## config.mk

```make
export PLATFORM = sky130hd
export DESIGN_NAME = i2c_nvreg_slave
export DESIGN_NICKNAME = d
export VERILOG_FILES = /design/src/verilog/nvreg_pkg.sv /design/src/verilog/i2c_nvreg_slave.sv /design/src/verilog/i2c_line_sync.sv /design/src/verilog/cycle_timer.sv
export VERILOG_INCLUDE_DIRS = /design/src /design/src/verilog
export SDC_FILE = /design/constraint.sdc
export NUM_CORES = 1
export LEC_CHECK = 0
export BUFFER_PORTS_ARGS = -buffer_cell sky130_fd_sc_hd__clkbuf_2
export CAP_MARGIN = 40
export CORE_ASPECT_RATIO = 0.5
export CORE_MARGIN = 5
export CORE_UTILIZATION = 56
export DETAILED_ROUTE_END_ITERATION = 8
export GPL_ROUTABILITY_DRIVEN = 0
export GPL_TIMING_DRIVEN = 0
export HOLD_SLACK_MARGIN = 0.1
export PLACE_DENSITY_LB_ADDON = 0.2
export SYNTH_ARGS = -nofsm -noshare
export SYNTH_HDL_FRONTEND = slang
export SYNTH_SLANG_ARGS = --single-unit
```

## constraint.sdc

```tcl
create_clock -name sys_clk_in -period 8.7 [get_ports sys_clk_in]
set_input_delay 2.175 -clock sys_clk_in [delete_from_list [all_inputs] [get_ports sys_clk_in]]
set_output_delay 2.175 -clock sys_clk_in [all_outputs]
set_load 0.05 [all_outputs]
```

## src/verilog/nvreg_params.svh

```systemverilog
// Constants for the serial register-access slave: offsets, fields, timing
`ifndef NVREG_PARAMS_SVH
`define NVREG_PARAMS_SVH

// Register offsets
`define REG_GP_A            8'h05
`define REG_GP_B            8'h06
`define REG_SETPOINT_ERR    8'h07
`define REG_CTRL_STATUS     8'h08

// Control/status field positions
`define CTRL_SEL_BIT        7
`define CTRL_BUSY_BIT       0

// Identification code in the seven upper bits of the first byte
`define ID_CODE             7'h28

// Reset contents of the non-volatile copies
`define NV_GP_RESET         8'h00
`define NV_SEL_RESET        1'b0

// Bits per byte on the serial bus
`define BITS_PER_BYTE       4'h8

// Timing: clock rate, times in microseconds, counts derived
`define CLK_FREQ_MHZ        10
`define NV_SPACING_TIME_US  20000
`define NV_WRITE_TIME_US    10000
`define POWERUP_TIME_US     1000
`define NV_WRITE_CYCLES     (`NV_WRITE_TIME_US * `CLK_FREQ_MHZ)
`define POWERUP_CYCLES      (`POWERUP_TIME_US * `CLK_FREQ_MHZ)

`endif

```

## src/verilog/nvreg_pkg.sv

```systemverilog
// Types shared by the serial register-access slave
package nvreg_pkg;

  // Protocol sequencer states
  typedef enum logic [3:0] {
    ST_IDLE     = 4'h0,
    ST_ID       = 4'h1,
    ST_ID_ACK   = 4'h2,
    ST_ADDR     = 4'h3,
    ST_ADDR_ACK = 4'h4,
    ST_DATA     = 4'h5,
    ST_DATA_ACK = 4'h6,
    ST_TX       = 4'h7,
    ST_TX_ACK   = 4'h8,
    ST_WAIT     = 4'h9,
    ST_NV_WRITE = 4'ha
  } seq_state_t;

  // Bus line events, each a one-cycle pulse except the sda level
  typedef struct packed {
    logic scl_rise;
    logic scl_fall;
    logic start;
    logic stop;
    logic sda;
  } line_evt_t;

endpackage

```

## src/verilog/i2c_nvreg_slave.sv

```systemverilog
// Serial-bus slave giving byte access to volatile and non-volatile registers
//
// Summary of operation
// - Select bit 0 (default): accesses hit non-volatile, writes also land volatile.
// - Select bit 1: accesses hit volatile only, non-volatile untouched.
// - Every byte goes most significant bit first.
// - Sda changes only while scl low, except start and stop.
// - Watch lines for start; answer nothing until a start is seen.
// - Starts during power-up or a non-volatile write are ignored.
// - Stop after a read or volatile write returns to standby.
// - Stop after a non-volatile write starts the write cycle, then standby.
// - Sender releases sda after 8 bits; receiver pulls low on ninth clock.
// - Acknowledge valid identification, address and write data bytes.
// - Identification valid only with upper bits 0101000; low bit is direction.
// - Write is start, id write, address, data, stop; three acks.
// - During a non-volatile write ignore the bus and release sda.
// - Read: id write, address, repeated start, id read, data, stop.
// - Read data source follows the select bit at address 08h.
// - After power-up sda is not driven.
// - No ack for a non-volatile write attempted before storage completes.
// - Two general purpose bytes, volatile and non-volatile, no function.
// - Readable setpoint resistor error code, 15 ohms per step off 9k.
`timescale 1ns/1ps
`include "nvreg_params.svh"
module i2c_nvreg_slave #(
  parameter int NV_WRITE_CYCLES = `NV_WRITE_CYCLES,
  parameter int POWERUP_CYCLES  = `POWERUP_CYCLES
) (
  // Clock and reset
  input  wire logic       sys_clk_in,
  input  wire logic       rst_in,
  // Serial bus, open drain
  input  wire logic       scl_in,
  input  wire logic       sda_in,
  output logic            sda_out,
  output logic            sda_oe_out,
  // Trimmed setpoint resistor error code
  input  wire logic [7:0] setpoint_err_in,
  // Status
  output logic            busy_out,
  output logic            volatile_only_out
);

  nvreg_pkg::line_evt_t   evt;
  nvreg_pkg::seq_state_t  state_ff;
  logic [3:0]             bit_cnt_ff;
  logic [7:0]             shift_ff;
  logic [7:0]             tx_ff;
  logic [7:0]             addr_ff;
  logic                   dir_rd_ff;
  logic                   tx_load;
  logic [7:0]             tx_data;
  logic                   sda_oe_ff;
  logic                   sda_out_ff;
  logic                   busy_out_ff;
  logic                   sel_out_ff;
  logic                   byte_done;
  logic                   id_match;
  // Volatile and non-volatile copies
  logic [7:0]             vol_gp_ff [0:1];
  logic [7:0]             nv_gp_ff  [0:1];
  logic                   vol_sel_ff;
  logic                   nv_sel_ff;
  // Pending non-volatile write
  logic                   nv_pend_ff;
  logic [7:0]             pend_addr_ff;
  logic [7:0]             pend_data_ff;
  logic                   commit;
  logic                   nv_start;
  logic                   nv_busy;
  logic                   nv_done;
  logic                   pwr_busy;
  logic                   bus_blocked;

  // ----------------------------------------------------------------------
  // Line conditioning and timers
  // ----------------------------------------------------------------------
  i2c_line_sync u_sync (
    .sys_clk_in (sys_clk_in),
    .rst_in     (rst_in),
    .scl_in     (scl_in),
    .sda_in     (sda_in),
    .evt_out    (evt)
  );

  // Runs from reset release; starts are ignored until it ends
  cycle_timer #(
    .CYCLES        (POWERUP_CYCLES),
    .BUSY_AT_RESET (1'b1)
  ) u_powerup (
    .sys_clk_in (sys_clk_in),
    .rst_in     (rst_in),
    .start_in   (1'b0),
    .busy_out   (pwr_busy),
    .done_out   ()
  );

  // Non-volatile write cycle, 10 ms, half the 20 ms master spacing
  cycle_timer #(
    .CYCLES        (NV_WRITE_CYCLES),
    .BUSY_AT_RESET (1'b0)
  ) u_nv_write (
    .sys_clk_in (sys_clk_in),
    .rst_in     (rst_in),
    .start_in   (nv_start),
    .busy_out   (nv_busy),
    .done_out   (nv_done)
  );

  // ----------------------------------------------------------------------
  // Register read decode
  // ----------------------------------------------------------------------
  // Source picked by the select bit; busy always live
  function automatic logic [7:0] read_reg(input logic [7:0] addr,
                                          input logic       vol_only,
                                          input logic       busy,
                                          input logic [7:0] err);
    logic [7:0] val;
    val = 8'h00;
    case (addr)
      `REG_GP_A:         val = vol_only ? vol_gp_ff[0] : nv_gp_ff[0];
      `REG_GP_B:         val = vol_only ? vol_gp_ff[1] : nv_gp_ff[1];
      `REG_SETPOINT_ERR: val = err;
      `REG_CTRL_STATUS: begin
        val[`CTRL_SEL_BIT]  = vol_only ? vol_sel_ff : nv_sel_ff;
        val[`CTRL_BUSY_BIT] = busy;
      end
      default:           val = 8'h00;
    endcase
    return val;
  endfunction

  assign tx_data     = read_reg(addr_ff, vol_sel_ff, nv_busy,
                                setpoint_err_in);
  assign byte_done   = evt.scl_fall && (bit_cnt_ff == `BITS_PER_BYTE);
  assign id_match    = (shift_ff[7:1] == `ID_CODE);
  assign bus_blocked = pwr_busy || nv_busy;
  assign tx_load     = (state_ff == nvreg_pkg::ST_ID_ACK) &&
                       evt.scl_fall && dir_rd_ff;
  assign commit      = (state_ff == nvreg_pkg::ST_DATA) && byte_done;
  assign nv_start    = (state_ff != nvreg_pkg::ST_NV_WRITE) &&
                       !bus_blocked && evt.stop && nv_pend_ff;

  // ----------------------------------------------------------------------
  // Protocol sequencer
  // ----------------------------------------------------------------------
  // Sampling on scl rise and acting on scl fall keeps sda changes
  // inside scl low; relies on scl low lasting many clock cycles
  always_ff @(posedge sys_clk_in or posedge rst_in) begin
    if (rst_in) begin
      state_ff   <= nvreg_pkg::ST_IDLE;
      bit_cnt_ff <= 4'h0;
      shift_ff   <= 8'h00;
      addr_ff    <= 8'h00;
      dir_rd_ff  <= 1'b0;
    end else if (state_ff == nvreg_pkg::ST_NV_WRITE) begin
      if (nv_done) begin
        state_ff <= nvreg_pkg::ST_IDLE;
      end
    end else if (evt.start && !bus_blocked) begin
      state_ff   <= nvreg_pkg::ST_ID;
      bit_cnt_ff <= 4'h0;
    end else if (evt.stop) begin
      state_ff <= nv_start ? nvreg_pkg::ST_NV_WRITE
                           : nvreg_pkg::ST_IDLE;
    end else begin
      if (evt.scl_rise) begin
        shift_ff   <= {shift_ff[6:0], evt.sda};
        bit_cnt_ff <= bit_cnt_ff + 4'h1;
      end
      case (state_ff)
        nvreg_pkg::ST_ID: begin
          if (byte_done) begin
            dir_rd_ff <= shift_ff[0];
            state_ff  <= id_match ? nvreg_pkg::ST_ID_ACK
                                  : nvreg_pkg::ST_WAIT;
          end
        end
        nvreg_pkg::ST_ID_ACK: begin
          if (evt.scl_fall) begin
            bit_cnt_ff <= 4'h0;
            state_ff   <= dir_rd_ff ? nvreg_pkg::ST_TX
                                    : nvreg_pkg::ST_ADDR;
          end
        end
        nvreg_pkg::ST_ADDR: begin
          if (byte_done) begin
            addr_ff  <= shift_ff;
            state_ff <= nvreg_pkg::ST_ADDR_ACK;
          end
        end
        nvreg_pkg::ST_ADDR_ACK: begin
          if (evt.scl_fall) begin
            bit_cnt_ff <= 4'h0;
            state_ff   <= nvreg_pkg::ST_DATA;
          end
        end
        nvreg_pkg::ST_DATA: begin
          if (byte_done) begin
            state_ff <= nvreg_pkg::ST_DATA_ACK;
          end
        end
        nvreg_pkg::ST_DATA_ACK: begin
          if (evt.scl_fall) begin
            state_ff <= nvreg_pkg::ST_WAIT;
          end
        end
        nvreg_pkg::ST_TX: begin
          if (byte_done) begin
            state_ff <= nvreg_pkg::ST_TX_ACK;
          end
        end
        nvreg_pkg::ST_TX_ACK: begin
          // Master answers the byte, then stops the read
          if (evt.scl_fall) begin
            state_ff <= nvreg_pkg::ST_WAIT;
          end
        end
        nvreg_pkg::ST_IDLE,
        nvreg_pkg::ST_WAIT: begin
          state_ff <= state_ff;
        end
        default: state_ff <= nvreg_pkg::ST_IDLE;
      endcase
    end
  end

  // ----------------------------------------------------------------------
  // Sda driver
  // ----------------------------------------------------------------------
  // Only ever pulls low; released at reset and through write cycles
  always_ff @(posedge sys_clk_in or posedge rst_in) begin
    if (rst_in) begin
      sda_oe_ff <= 1'b0;
      tx_ff     <= 8'h00;
    end else if (state_ff == nvreg_pkg::ST_NV_WRITE || bus_blocked) begin
      sda_oe_ff <= 1'b0;
    end else if (evt.start || evt.stop) begin
      sda_oe_ff <= 1'b0;
    end else if (evt.scl_fall) begin
      case (state_ff)
        nvreg_pkg::ST_ID:   sda_oe_ff <= byte_done && id_match;
        nvreg_pkg::ST_ADDR: sda_oe_ff <= byte_done;
        nvreg_pkg::ST_DATA: sda_oe_ff <= byte_done;
        nvreg_pkg::ST_ID_ACK: begin
          sda_oe_ff <= tx_load ? ~tx_data[7] : 1'b0;
          tx_ff     <= tx_data;
        end
        nvreg_pkg::ST_TX: begin
          // Shift out below the msb; release after the eighth bit
          sda_oe_ff <= byte_done ? 1'b0 : ~tx_ff[6];
          tx_ff     <= {tx_ff[6:0], 1'b0};
        end
        default: sda_oe_ff <= 1'b0;
      endcase
    end
  end

  // ----------------------------------------------------------------------
  // Register storage
  // ----------------------------------------------------------------------
  // Volatile copies take the data at once; non-volatile waits for
  // the end of the write cycle, during which starts and reads are ignored
  always_ff @(posedge sys_clk_in or posedge rst_in) begin
    if (rst_in) begin
      vol_gp_ff[0] <= `NV_GP_RESET;
      vol_gp_ff[1] <= `NV_GP_RESET;
      nv_gp_ff[0]  <= `NV_GP_RESET;
      nv_gp_ff[1]  <= `NV_GP_RESET;
      vol_sel_ff   <= `NV_SEL_RESET;
      nv_sel_ff    <= `NV_SEL_RESET;
      nv_pend_ff   <= 1'b0;
      pend_addr_ff <= 8'h00;
      pend_data_ff <= 8'h00;
    end else begin
      if (commit) begin
        case (addr_ff)
          `REG_GP_A:        vol_gp_ff[0] <= shift_ff;
          `REG_GP_B:        vol_gp_ff[1] <= shift_ff;
          `REG_CTRL_STATUS: vol_sel_ff   <= shift_ff[`CTRL_SEL_BIT];
          default:          vol_sel_ff   <= vol_sel_ff;
        endcase
        // Select bit 0 also queues the byte for non-volatile storage
        if (!vol_sel_ff && addr_ff >= `REG_GP_A &&
            addr_ff != `REG_SETPOINT_ERR &&
            addr_ff <= `REG_CTRL_STATUS) begin
          nv_pend_ff   <= 1'b1;
          pend_addr_ff <= addr_ff;
          pend_data_ff <= shift_ff;
        end
      end else if (evt.start && !bus_blocked) begin
        nv_pend_ff <= 1'b0;                          // Aborted write
      end
      if (nv_start) begin
        nv_pend_ff <= 1'b0;
      end
      if (nv_done) begin
        case (pend_addr_ff)
          `REG_GP_A:        nv_gp_ff[0] <= pend_data_ff;
          `REG_GP_B:        nv_gp_ff[1] <= pend_data_ff;
          `REG_CTRL_STATUS: nv_sel_ff <= pend_data_ff[`CTRL_SEL_BIT];
          default:          nv_sel_ff <= nv_sel_ff;
        endcase
      end
    end
  end

  // ----------------------------------------------------------------------
  // Registered outputs
  // ----------------------------------------------------------------------
  always_ff @(posedge sys_clk_in or posedge rst_in) begin
    if (rst_in) begin
      sda_out_ff  <= 1'b0;
      busy_out_ff <= 1'b0;
      sel_out_ff  <= `NV_SEL_RESET;
    end else begin
      sda_out_ff  <= 1'b0;
      busy_out_ff <= nv_busy;
      sel_out_ff  <= vol_sel_ff;
    end
  end

  assign sda_out           = sda_out_ff;
  assign sda_oe_out        = sda_oe_ff;
  assign busy_out          = busy_out_ff;
  assign volatile_only_out = sel_out_ff;

  // Counts busy cycles; a stuck timer would carry it past the cycle length
  localparam logic [19:0] NV_LIMIT = NV_WRITE_CYCLES[19:0];
  logic [19:0]            busy_len_ff;

  always_ff @(posedge sys_clk_in or posedge rst_in) begin
    if (rst_in) begin
      busy_len_ff <= 20'h0_0000;
    end else if (nv_busy) begin
      busy_len_ff <= busy_len_ff + 20'h0_0001;
    end else begin
      busy_len_ff <= 20'h0_0000;
    end
  end
endmodule

```

## src/verilog/i2c_line_sync.sv

```systemverilog
// Two-flop synchronisers on the bus lines with edge, start and stop events
`timescale 1ns/1ps
module i2c_line_sync (
  // Clock and reset
  input  wire logic                sys_clk_in,
  input  wire logic                rst_in,
  // Raw bus lines
  input  wire logic                scl_in,
  input  wire logic                sda_in,
  // Synchronised events
  output nvreg_pkg::line_evt_t     evt_out
);

  logic [1:0] scl_meta_ff;
  logic [1:0] sda_meta_ff;
  logic       scl_prev_ff;
  logic       sda_prev_ff;
  nvreg_pkg::line_evt_t nxt_evt;

  // First stage is read only by the second; idle bus reads high
  always_ff @(posedge sys_clk_in or posedge rst_in) begin
    if (rst_in) begin
      scl_meta_ff <= 2'h3;
      sda_meta_ff <= 2'h3;
      scl_prev_ff <= 1'b1;
      sda_prev_ff <= 1'b1;
    end else begin
      scl_meta_ff <= {scl_meta_ff[0], scl_in};
      sda_meta_ff <= {sda_meta_ff[0], sda_in};
      scl_prev_ff <= scl_meta_ff[1];
      sda_prev_ff <= sda_meta_ff[1];
    end
  end

  // Start and stop need scl high on both samples around the sda edge
  always_comb begin
    nxt_evt.scl_rise = scl_meta_ff[1] & ~scl_prev_ff;
    nxt_evt.scl_fall = ~scl_meta_ff[1] & scl_prev_ff;
    nxt_evt.start    = scl_meta_ff[1] & scl_prev_ff &
                       sda_prev_ff & ~sda_meta_ff[1];
    nxt_evt.stop     = scl_meta_ff[1] & scl_prev_ff &
                       ~sda_prev_ff & sda_meta_ff[1];
    nxt_evt.sda      = sda_meta_ff[1];
  end

  assign evt_out = nxt_evt;

endmodule

```

## src/verilog/cycle_timer.sv

```systemverilog
// Down-counter that holds busy for a fixed number of clock cycles
`timescale 1ns/1ps
module cycle_timer #(
  parameter int CYCLES        = 100000,
  parameter bit BUSY_AT_RESET = 1'b0
) (
  // Clock and reset
  input  wire logic sys_clk_in,
  input  wire logic rst_in,
  // Control
  input  wire logic start_in,
  // Status
  output logic      busy_out,
  output logic      done_out
);

  logic [19:0] count_ff;
  logic        busy_ff;
  logic        done_ff;

  // Count down; a start while busy is ignored so a cycle is never cut short
  always_ff @(posedge sys_clk_in or posedge rst_in) begin
    if (rst_in) begin
      count_ff <= BUSY_AT_RESET ? CYCLES[19:0] : 20'h0_0000;
      busy_ff  <= BUSY_AT_RESET;
      done_ff  <= 1'b0;
    end else begin
      done_ff <= 1'b0;
      if (busy_ff) begin
        if (count_ff <= 20'h0_0001) begin
          busy_ff <= 1'b0;
          done_ff <= 1'b1;
          count_ff <= 20'h0_0000;
        end else begin
          count_ff <= count_ff - 20'h0_0001;
        end
      end else if (start_in) begin
        busy_ff  <= 1'b1;
        count_ff <= CYCLES[19:0];
      end
    end
  end

  assign busy_out = busy_ff;
  assign done_out = done_ff;

endmodule

```

==> flow_metrics.env, run 1 <==
export IMPL_path_class="flip-flop to output pin"
export IMPL_rows=28
export IMPL_layout_drive_gt1_share_pct=21.5
export IMPL_routedWlPerCell_um=18.0
export IMPL_drt_pass1_iterations=5
export IMPL_relSlewSlack_pct=40.9
export IMPL_ys_seq_area_share_pct=50.6
export IMPL_p_total_w=0.00179
export IMPL_cp_depth=1
export IMPL_drt_iter0_drc=354
export IMPL_arrival_ps=1070
export IMPL_htree_levels=4
export IMPL_leakagePower_nw=3.47
export IMPL_crit_slowest_cell="dfrtp_1"
export IMPL_tightest_slew_ps=884
export IMPL_cts_buffers=17
export IMPL_timing_final_crit_period_ps=3240
export IMPL_rsz0062_at_grt="no"
export IMPL_finalCritPeriodShare_pct=37.3
export IMPL_setup_tns_final_ps=0
export IMPL_maxUsedRoutingLayer="met4"
export IMPL_yosys_most_used_dff="dfrtp_1"
export IMPL_wl_met1_um=7070
export IMPL_cts_hold_buf=0
export IMPL_grt_pass1_wl_um=25000
export IMPL_powerDensity_nw_per_um2=233
export IMPL_route_met2_wl_um=7000
export IMPL_drtAntennaViolNets=0
export IMPL_place_ws_ps=5570
export IMPL_drc=0
export IMPL_grt_pass1_vias=4933
export IMPL_cts_root_buffer="clkbuf_16"
export IMPL_grt_ovfl_total=0
export IMPL_p_int_w=0.00129
export IMPL_grt_usage_pct=22.4
export IMPL_yosysMostFrequentCell="dfrtp_1"
export IMPL_fin_skew_ps=14.6
export IMPL_cts_tree="done"
export IMPL_reg2reg_depth=6
export IMPL_critPathBufInv=1
export IMPL_slowest_delay_ps=370
export IMPL_post_cts_buffers=0
export IMPL_ys_ff_latch=135
export IMPL_io_buffers=14
export IMPL_synth_cell_types=69
export IMPL_synth_async_sr_flop_share_pct=100
export IMPL_slew_violations=0
export IMPL_synth_fp_nets=636
export IMPL_pwr_share_seq_pct=41.6
export IMPL_end_kind="output pin"
export IMPL_routed_via_density=5.99
export IMPL_p_switching_w=0.000503
export IMPL_coreArea_um2=11800
export IMPL_netlist_instances=618
export IMPL_clockPowerShare_pct=43.2
export IMPL_crit_end="sda_oe_out"
export IMPL_clkTransAtPathRegs_ps=60
export IMPL_chipHeight_um=87.4
export IMPL_clock_sinks=135
export IMPL_r2r_slack_ps=5810
export IMPL_die_w_um=165
export IMPL_worst_path_max_fanout=2
export IMPL_yosys_warnings=0
export IMPL_synth_top_cell_area_share_pct=45.9
export IMPL_worstPathRequired_ps=6530
export IMPL_finalWorstSetupSlack_ps=5460
export IMPL_start_util_pct=57.0
export IMPL_startpoint="sda_oe_out$_DFFE_PP0P_"
export IMPL_critPathLaunchType="flip-flop"
export IMPL_synth_top_area_cell="dfrtp_1"
export IMPL_power_frac_comb_pct=15.1
export IMPL_drt_total_wl_um=15000
export IMPL_synthTopCellsByCount="dfrtp_1, mux2_2, nor2_1, nand2_1, o21ai_0"
export IMPL_num_antenna_cells=0
export IMPL_ctsResizeCount=0
export IMPL_rr_endpoint="vol_gp_ff[2]$_DFFE_PP0P_"
export IMPL_num_vias=4996
export IMPL_antenna_found_initial=0
export IMPL_syn_to_final_growth_pct=14.5
export IMPL_crit_chain="clkbuf_2"
export IMPL_max_cap_violations=0
export IMPL_route_met3_wl_um=696
export IMPL_cp_top_family="flip-flops"
export IMPL_synth_edf_count=0
export IMPL_clock_latency_ps=420
export IMPL_timing_rr_start="u_sync.scl_prev_ff$_DFF_PP1_"
export IMPL_grt_max_degree=71
export IMPL_syn_area_um2=6700
export IMPL_synth_area_leaders="dfrtp_1, mux2_2, dfstp_2, nor2_1, nand2_1"
export IMPL_dieArea_um2=14400
export IMPL_hold_violations=0
export IMPL_p_sw_share_pct=28.1
export IMPL_irDropWorstVdd_mv=0.119
export IMPL_hold_path_class="flip-flop to flip-flop"
export IMPL_nNetsFinal=674
export IMPL_setup_viol=0
export IMPL_status="finished, final reports clean"
export IMPL_cts_max_path_buffers=2
export IMPL_dp_hpwl_um=9780
export IMPL_fmax_mhz=308
export IMPL_boundaryPins=16
export IMPL_synth_avg_cell_area_um2=10.8
-- worst min path at each step --
| stage | start | endpoint | slack, ps | cells after the start |
|---|---|---|---|---|
| final | u_sync.scl_meta_ff[0]$_DFF_PP1_ | u_sync.scl_meta_ff[1]$_DFF_PP1_ | 360 | 0 |
| after global routing | u_sync.sda_meta_ff[0]$_DFF_PP1_ | u_sync.sda_meta_ff[1]$_DFF_PP1_ | 360 | 0 |
| after CTS | u_sync.scl_meta_ff[0]$_DFF_PP1_ | u_sync.scl_meta_ff[1]$_DFF_PP1_ | 360 | 0 |
| after detailed placement | u_sync.scl_meta_ff[0]$_DFF_PP1_ | u_sync.scl_meta_ff[1]$_DFF_PP1_ | 350 | 0 |
| after global placement | u_sync.scl_meta_ff[0]$_DFF_PP1_ | u_sync.scl_meta_ff[1]$_DFF_PP1_ | 350 | 0 |
| after floorplan | u_sync.scl_meta_ff[0]$_DFF_PP1_ | u_sync.scl_meta_ff[1]$_DFF_PP1_ | 350 | 0 |
-- power groups by stage --
stage               clock network [W]  logic (W)  registers, W
finish                       0.000774   0.000271      0.000746
global route                 0.000819   0.000303      0.000754
CTS                          0.000785   0.000269      0.000745
detailed placement                  0   0.000266      0.000754
global placement                    0   0.000259      0.000752
floorplan                           0   0.000213      0.000730
-- logic make-up after synthesis --
kind of cell / Yosys count / share of synthesized area, %
AOI/OAI and AO/OA: 119 / 12.3
xor gates and xnor gates: 23 / 3.00
adders and majority gates: 6 / 1.12
buffers and inverters: 48 / 3.04
DFF: 135 / 50.6
muxes: 80 / 13.1
other: 1 / 0.0559
and+or+nand+nor: 206 / 16.7
-- final cells by class --
cell class | instances | area [um^2]
inverters | 16 | 65.1
fillers | 923 | 4100
well taps | 165 | 206
clock buffers | 19 | 443
flip-flops and latches | 135 | 3390
clock inverters | 13 | 195
plain buffers | 32 | 144
repair buffers | 19 | 123
multi-input cells | 435 | 3110
-- per-layer routing --
| metal | global-route usage, % | up-vias |
|---|---|---|
| met5 | 0 | - |
| met4 | 7.02 | 0 |
| met3 | 5.67 | 20 |
| met2 | 36.4 | 117 |
| met1 | 29.8 | 2524 |
| li1 | - | 2335 |
-- placed cells by master, fill, tap and decap left out, types with 5 or more instances in the layout --
master / n
ha_1: 6
xor2_1: 9
nor4_1: 13
nor2b_1: 7
and2_1: 6
dfrtp_1: 123
clkbuf_1: 25
mux2_2: 64
nand4_1: 6
nor3_1: 16
a31oi_1: 10
nand2_1: 47
dfstp_2: 12
inv_1: 15
nor2_1: 55
a21oi_1: 25
nand2b_1: 7
inv_6: 5
nor3b_1: 5
a22oi_1: 7
o2bb2ai_1: 7
o21ai_0: 29
or3_1: 6
clkbuf_16: 17
o22ai_1: 5
buf_2: 6
mux2i_1: 16
xnor2_1: 14
clkbuf_2: 14
-- flip-flops by register name, summed over array words and instances (netlist names), 2 cells and up --
register / flops
addr_ff: 8
bit_cnt_ff: 4
nv_gp_ff: 16
pend_addr_ff: 8
pend_data_ff: 8
shift_ff: 8
state_ff: 4
tx_ff: 7
u_nv_write.count_ff: 20
u_powerup.count_ff: 20
u_sync.scl_meta_ff: 2
u_sync.sda_meta_ff: 2
vol_gp_ff: 16
-- through the flow --
stage          std cells  area [um^2]  util [%]  hold slack (ps)
2_1_floorplan        618         6700         -              345
3_3_place_gp         797         6980      59.3              348
3_5_place_dp         801         7030      59.7              348
4_1_cts              833         7670      65.2              358
5_1_grt              834         7680      65.2              361
6_report             834         7680      65.2              356
Note: power is estimated with default switching activity, not from simulation.
==> run 2: changes to the inputs <==
- ABC_AREA: default -> 1
- clock period: 8.7 -> 3.27 ns (I/O delays scaled with it)
==> run 2 against run 1 <==
Against the previous run: clock-buffer cell count grew 1; global-route usage increased by 0.73 points; first-iteration DRC count up 63%; power rose to 2.6 times the previous value; sequential share of layout area fell by 1.2 points; via count rose by 17%; final area rose by 2.8%; critical path type is now flip-flop to flip-flop; worst hold slack about the same; synthesized cell count grew 46%; register-to-register slack worse by 4600 ps; clock skew fell by 6.7 ps.
==> flow_metrics.env, run 2 <==
export IMPL_status="finished, final reports clean"
export IMPL_ys_seq_area_share_pct=49.3
export IMPL_hold_depth=0
export IMPL_nNetsFinal=954
export IMPL_powerDensity_nw_per_um2=584
export IMPL_start_util_pct=57.7
export IMPL_synth_simple_area_share_pct=28.8
export IMPL_synth_compound_area_share_pct=9.62
export IMPL_fmax_mhz=494
export IMPL_finalCritPeriodShare_pct=61.9
export IMPL_boundaryPins=16
export IMPL_clock_sinks=135
export IMPL_fin_skew_ps=7.92
export IMPL_clock_latency_ps=410
export IMPL_synth_top_cell_area_share_pct=44.8
export IMPL_syn_to_final_growth_pct=14.7
export IMPL_relSlewSlack_pct=60.7
export IMPL_yosysMostFrequentCell="nand2_1"
export IMPL_seqCellArea_um2=3390
export IMPL_layout_drive_gt1_share_pct=10.1
export IMPL_grt_usage_pct=23.1
export IMPL_netlist_instances=900
export IMPL_irDropWorstVdd_mv=0.391
export IMPL_synth_xor_xnor_area_share_pct=3.06
export IMPL_slew_violations=0
export IMPL_grt_ovfl_total=0
export IMPL_grt_pass1_wl_um=27300
export IMPL_synth_edf_count=0
export IMPL_grt_max_degree=41
export IMPL_num_antenna_cells=0
export IMPL_cts_tree="done"
export IMPL_end_kind="flip-flop"
export IMPL_cts_buffers=17
export IMPL_routedWlPerCell_um=14.3
export IMPL_finish_utilization_pct=66.2
export IMPL_fill_cells=955
export IMPL_ys_ff_latch=135
export IMPL_rsz0062_at_grt="no"
export IMPL_synth_top_area_cell="dfrtp_1"
export IMPL_synth_area_leaders="dfrtp_1, nand2_1, nor2_1, o21ai_0, inv_1"
export IMPL_crit_slowest_cell="dfrtp_1"
export IMPL_min_from="u_sync.scl_meta_ff[0]$_DFF_PP1_"
export IMPL_cts_root_buffer="clkbuf_16"
export IMPL_timing_final_crit_period_ps=2020
export IMPL_path_class="flip-flop to flip-flop"
export IMPL_hold_slack_ps=356
export IMPL_critPathBufInv=1
export IMPL_crit_chain="inv_1, ha_1, nand2_1, nor2_1, nand2_1, nor2_1, nand2_1, xor2_1, nand2_1, nand2_1"
export IMPL_r2r_slack_ps=1250
export IMPL_crit_top_cell="nand2_1"
export IMPL_timing_rr_start="u_nv_write.count_ff[0]$_DFFE_PP0P_"
export IMPL_final_cell_mix="nand2_1, nor2_1, dfrtp_1"
export IMPL_max_cap_violations=0
export IMPL_die_w_um=167
export IMPL_muxShareOfSynthArea_pct=0.437
export IMPL_coreArea_um2=11900
export IMPL_synth_cell_types=39
export IMPL_chipHeight_um=88.4
export IMPL_rows=28
export IMPL_synth_async_sr_flop_share_pct=100
export IMPL_clkTransAtPathRegs_ps=60
export IMPL_hold_path_class="flip-flop to flip-flop"
export IMPL_critPathLaunchType="flip-flop"
export IMPL_drc=0
export IMPL_cts_hold_buf=0
export IMPL_grt_pass1_vias=5675
export IMPL_post_cts_buffers=0
export IMPL_synthTopCellsByCount="nand2_1, nor2_1, dfrtp_1, inv_1, o21ai_0"
export IMPL_worst_path_max_fanout=5
export IMPL_cts_max_path_buffers=2
export IMPL_dp_hpwl_um=11000
export IMPL_leakagePower_nw=4.10
export IMPL_drt_pass1_iterations=6
export IMPL_top_regs="u_nv_write.count_ff: 20 flops, u_powerup.count_ff: 20 flops"
export IMPL_setup_viol=0
export IMPL_hold_path_end="u_sync.scl_meta_ff[1]$_DFF_PP1_"
export IMPL_synth_top_family_by_area="simple AND/OR/NAND/NOR gates"
export IMPL_routed_via_density=5.26
export IMPL_slowest_delay_ps=380
export IMPL_rr_endpoint="u_nv_write.count_ff[18]$_DFFE_PP0P_"
export IMPL_io_buffers=14
export IMPL_arrival_ps=2330
export IMPL_antenna_found_initial=0
export IMPL_dieArea_um2=14700
export IMPL_drt_total_wl_um=15900
export IMPL_final_common_cell="nand2_1"
export IMPL_htree_levels=4
export IMPL_synthAdderAreaFrac_pct=1.09
export IMPL_drt_iter0_drc=576
export IMPL_hold_violations=0
export IMPL_yosys_most_used_dff="dfrtp_1"
export IMPL_multi_input_area_um2=2960
export IMPL_reg2reg_depth=10
export IMPL_tightest_slew_ps=587
export IMPL_syn_area_um2=6880
export IMPL_synth_fp_nets=918
export IMPL_num_vias=5860
export IMPL_yosys_warnings=0
export IMPL_ctsResizeCount=0
export IMPL_drtAntennaViolNets=0
export IMPL_worstPathRequired_ps=3580
export IMPL_cp_top_family="simple AND/OR/NAND/NOR gates"
export IMPL_synth_avg_cell_area_um2=7.64
run 2: metrics by stage:
| stage | setup WS (ps) | power (W) | TNS, ps | cells | instance area (um^2) |
|---|---|---|---|---|---|
| global route | 1050 | 0.00484 | 0 | 1114 | 7890 |
| finish | 1250 | 0.00461 | 0 | 1114 | 7890 |
| CTS | 1270 | 0.00464 | 0 | 1114 | 7890 |
| detailed placement | 1310 | 0.00246 | 0 | 1082 | 7220 |
| floorplan | 783 | 0.00230 | 0 | 900 | 6880 |
| global placement | -1.79 | 0.00244 | -24.2 | 1079 | 7160 |
run 2: layer usage:
| metal | up-vias | track usage (%) | part of all wire (%) | routed length, um |
|---|---|---|---|---|
| li1 | 2909 | - | - | - |
| met1 | 2733 | 31.6 | 47 | 7500 |
| met2 | 186 | 38.1 | 45 | 7220 |
| met3 | 32 | 5.13 | 5.7 | 898 |
| met4 | 0 | 6.68 | 1.6 | 262 |
| met5 | - | 0 | 0 | 0 |
run 2: cell type report:
class                   instances  share of cell area (%)
flip-flops and latches        135                    43.0
inverters                     111                    5.33
clock inverters                12                    2.84
multi-input cells             634                    37.5
well taps                     165                    2.62
repair buffers                 17                    1.65
clock buffers                  20                    5.66
plain buffers                  20                    1.36
run 2: cells by family after synthesis:
logic type,count (synthesis)
compound gates,123
xor+xnor,24
fa+ha+maj,6
buf+inv,131
flops,135
mux,3
other cells,1
simple gates,477
run 2: how the worst max path moves through the flow:
stage	startpoint	to	slack [ps]	cells after the start
after floorplan	rst_in	addr_ff[0]$_DFFE_PP0P_	780	1
after global placement	rst_in	bit_cnt_ff[2]$_DFFE_PP0P_	-2	2
after detailed placement	u_nv_write.count_ff[0]$_DFFE_PP0P_	u_nv_write.count_ff[18]$_DFFE_PP0P_	1310	10
after CTS	u_nv_write.count_ff[0]$_DFFE_PP0P_	u_nv_write.count_ff[18]$_DFFE_PP0P_	1270	10
after global routing	u_nv_write.count_ff[0]$_DFFE_PP0P_	u_nv_write.count_ff[18]$_DFFE_PP0P_	1050	10
final	u_nv_write.count_ff[0]$_DFFE_PP0P_	u_nv_write.count_ff[18]$_DFFE_PP0P_	1250	10
run 2: report_power, final:
group	leakage (nW)	switching (W)	internal [W]
sequential	1.80	0.0000912	0.00179
clock	0.312	0.000724	0.00145
combinational	1.99	0.000377	0.000171
total	4.10	0.00119	0.00342
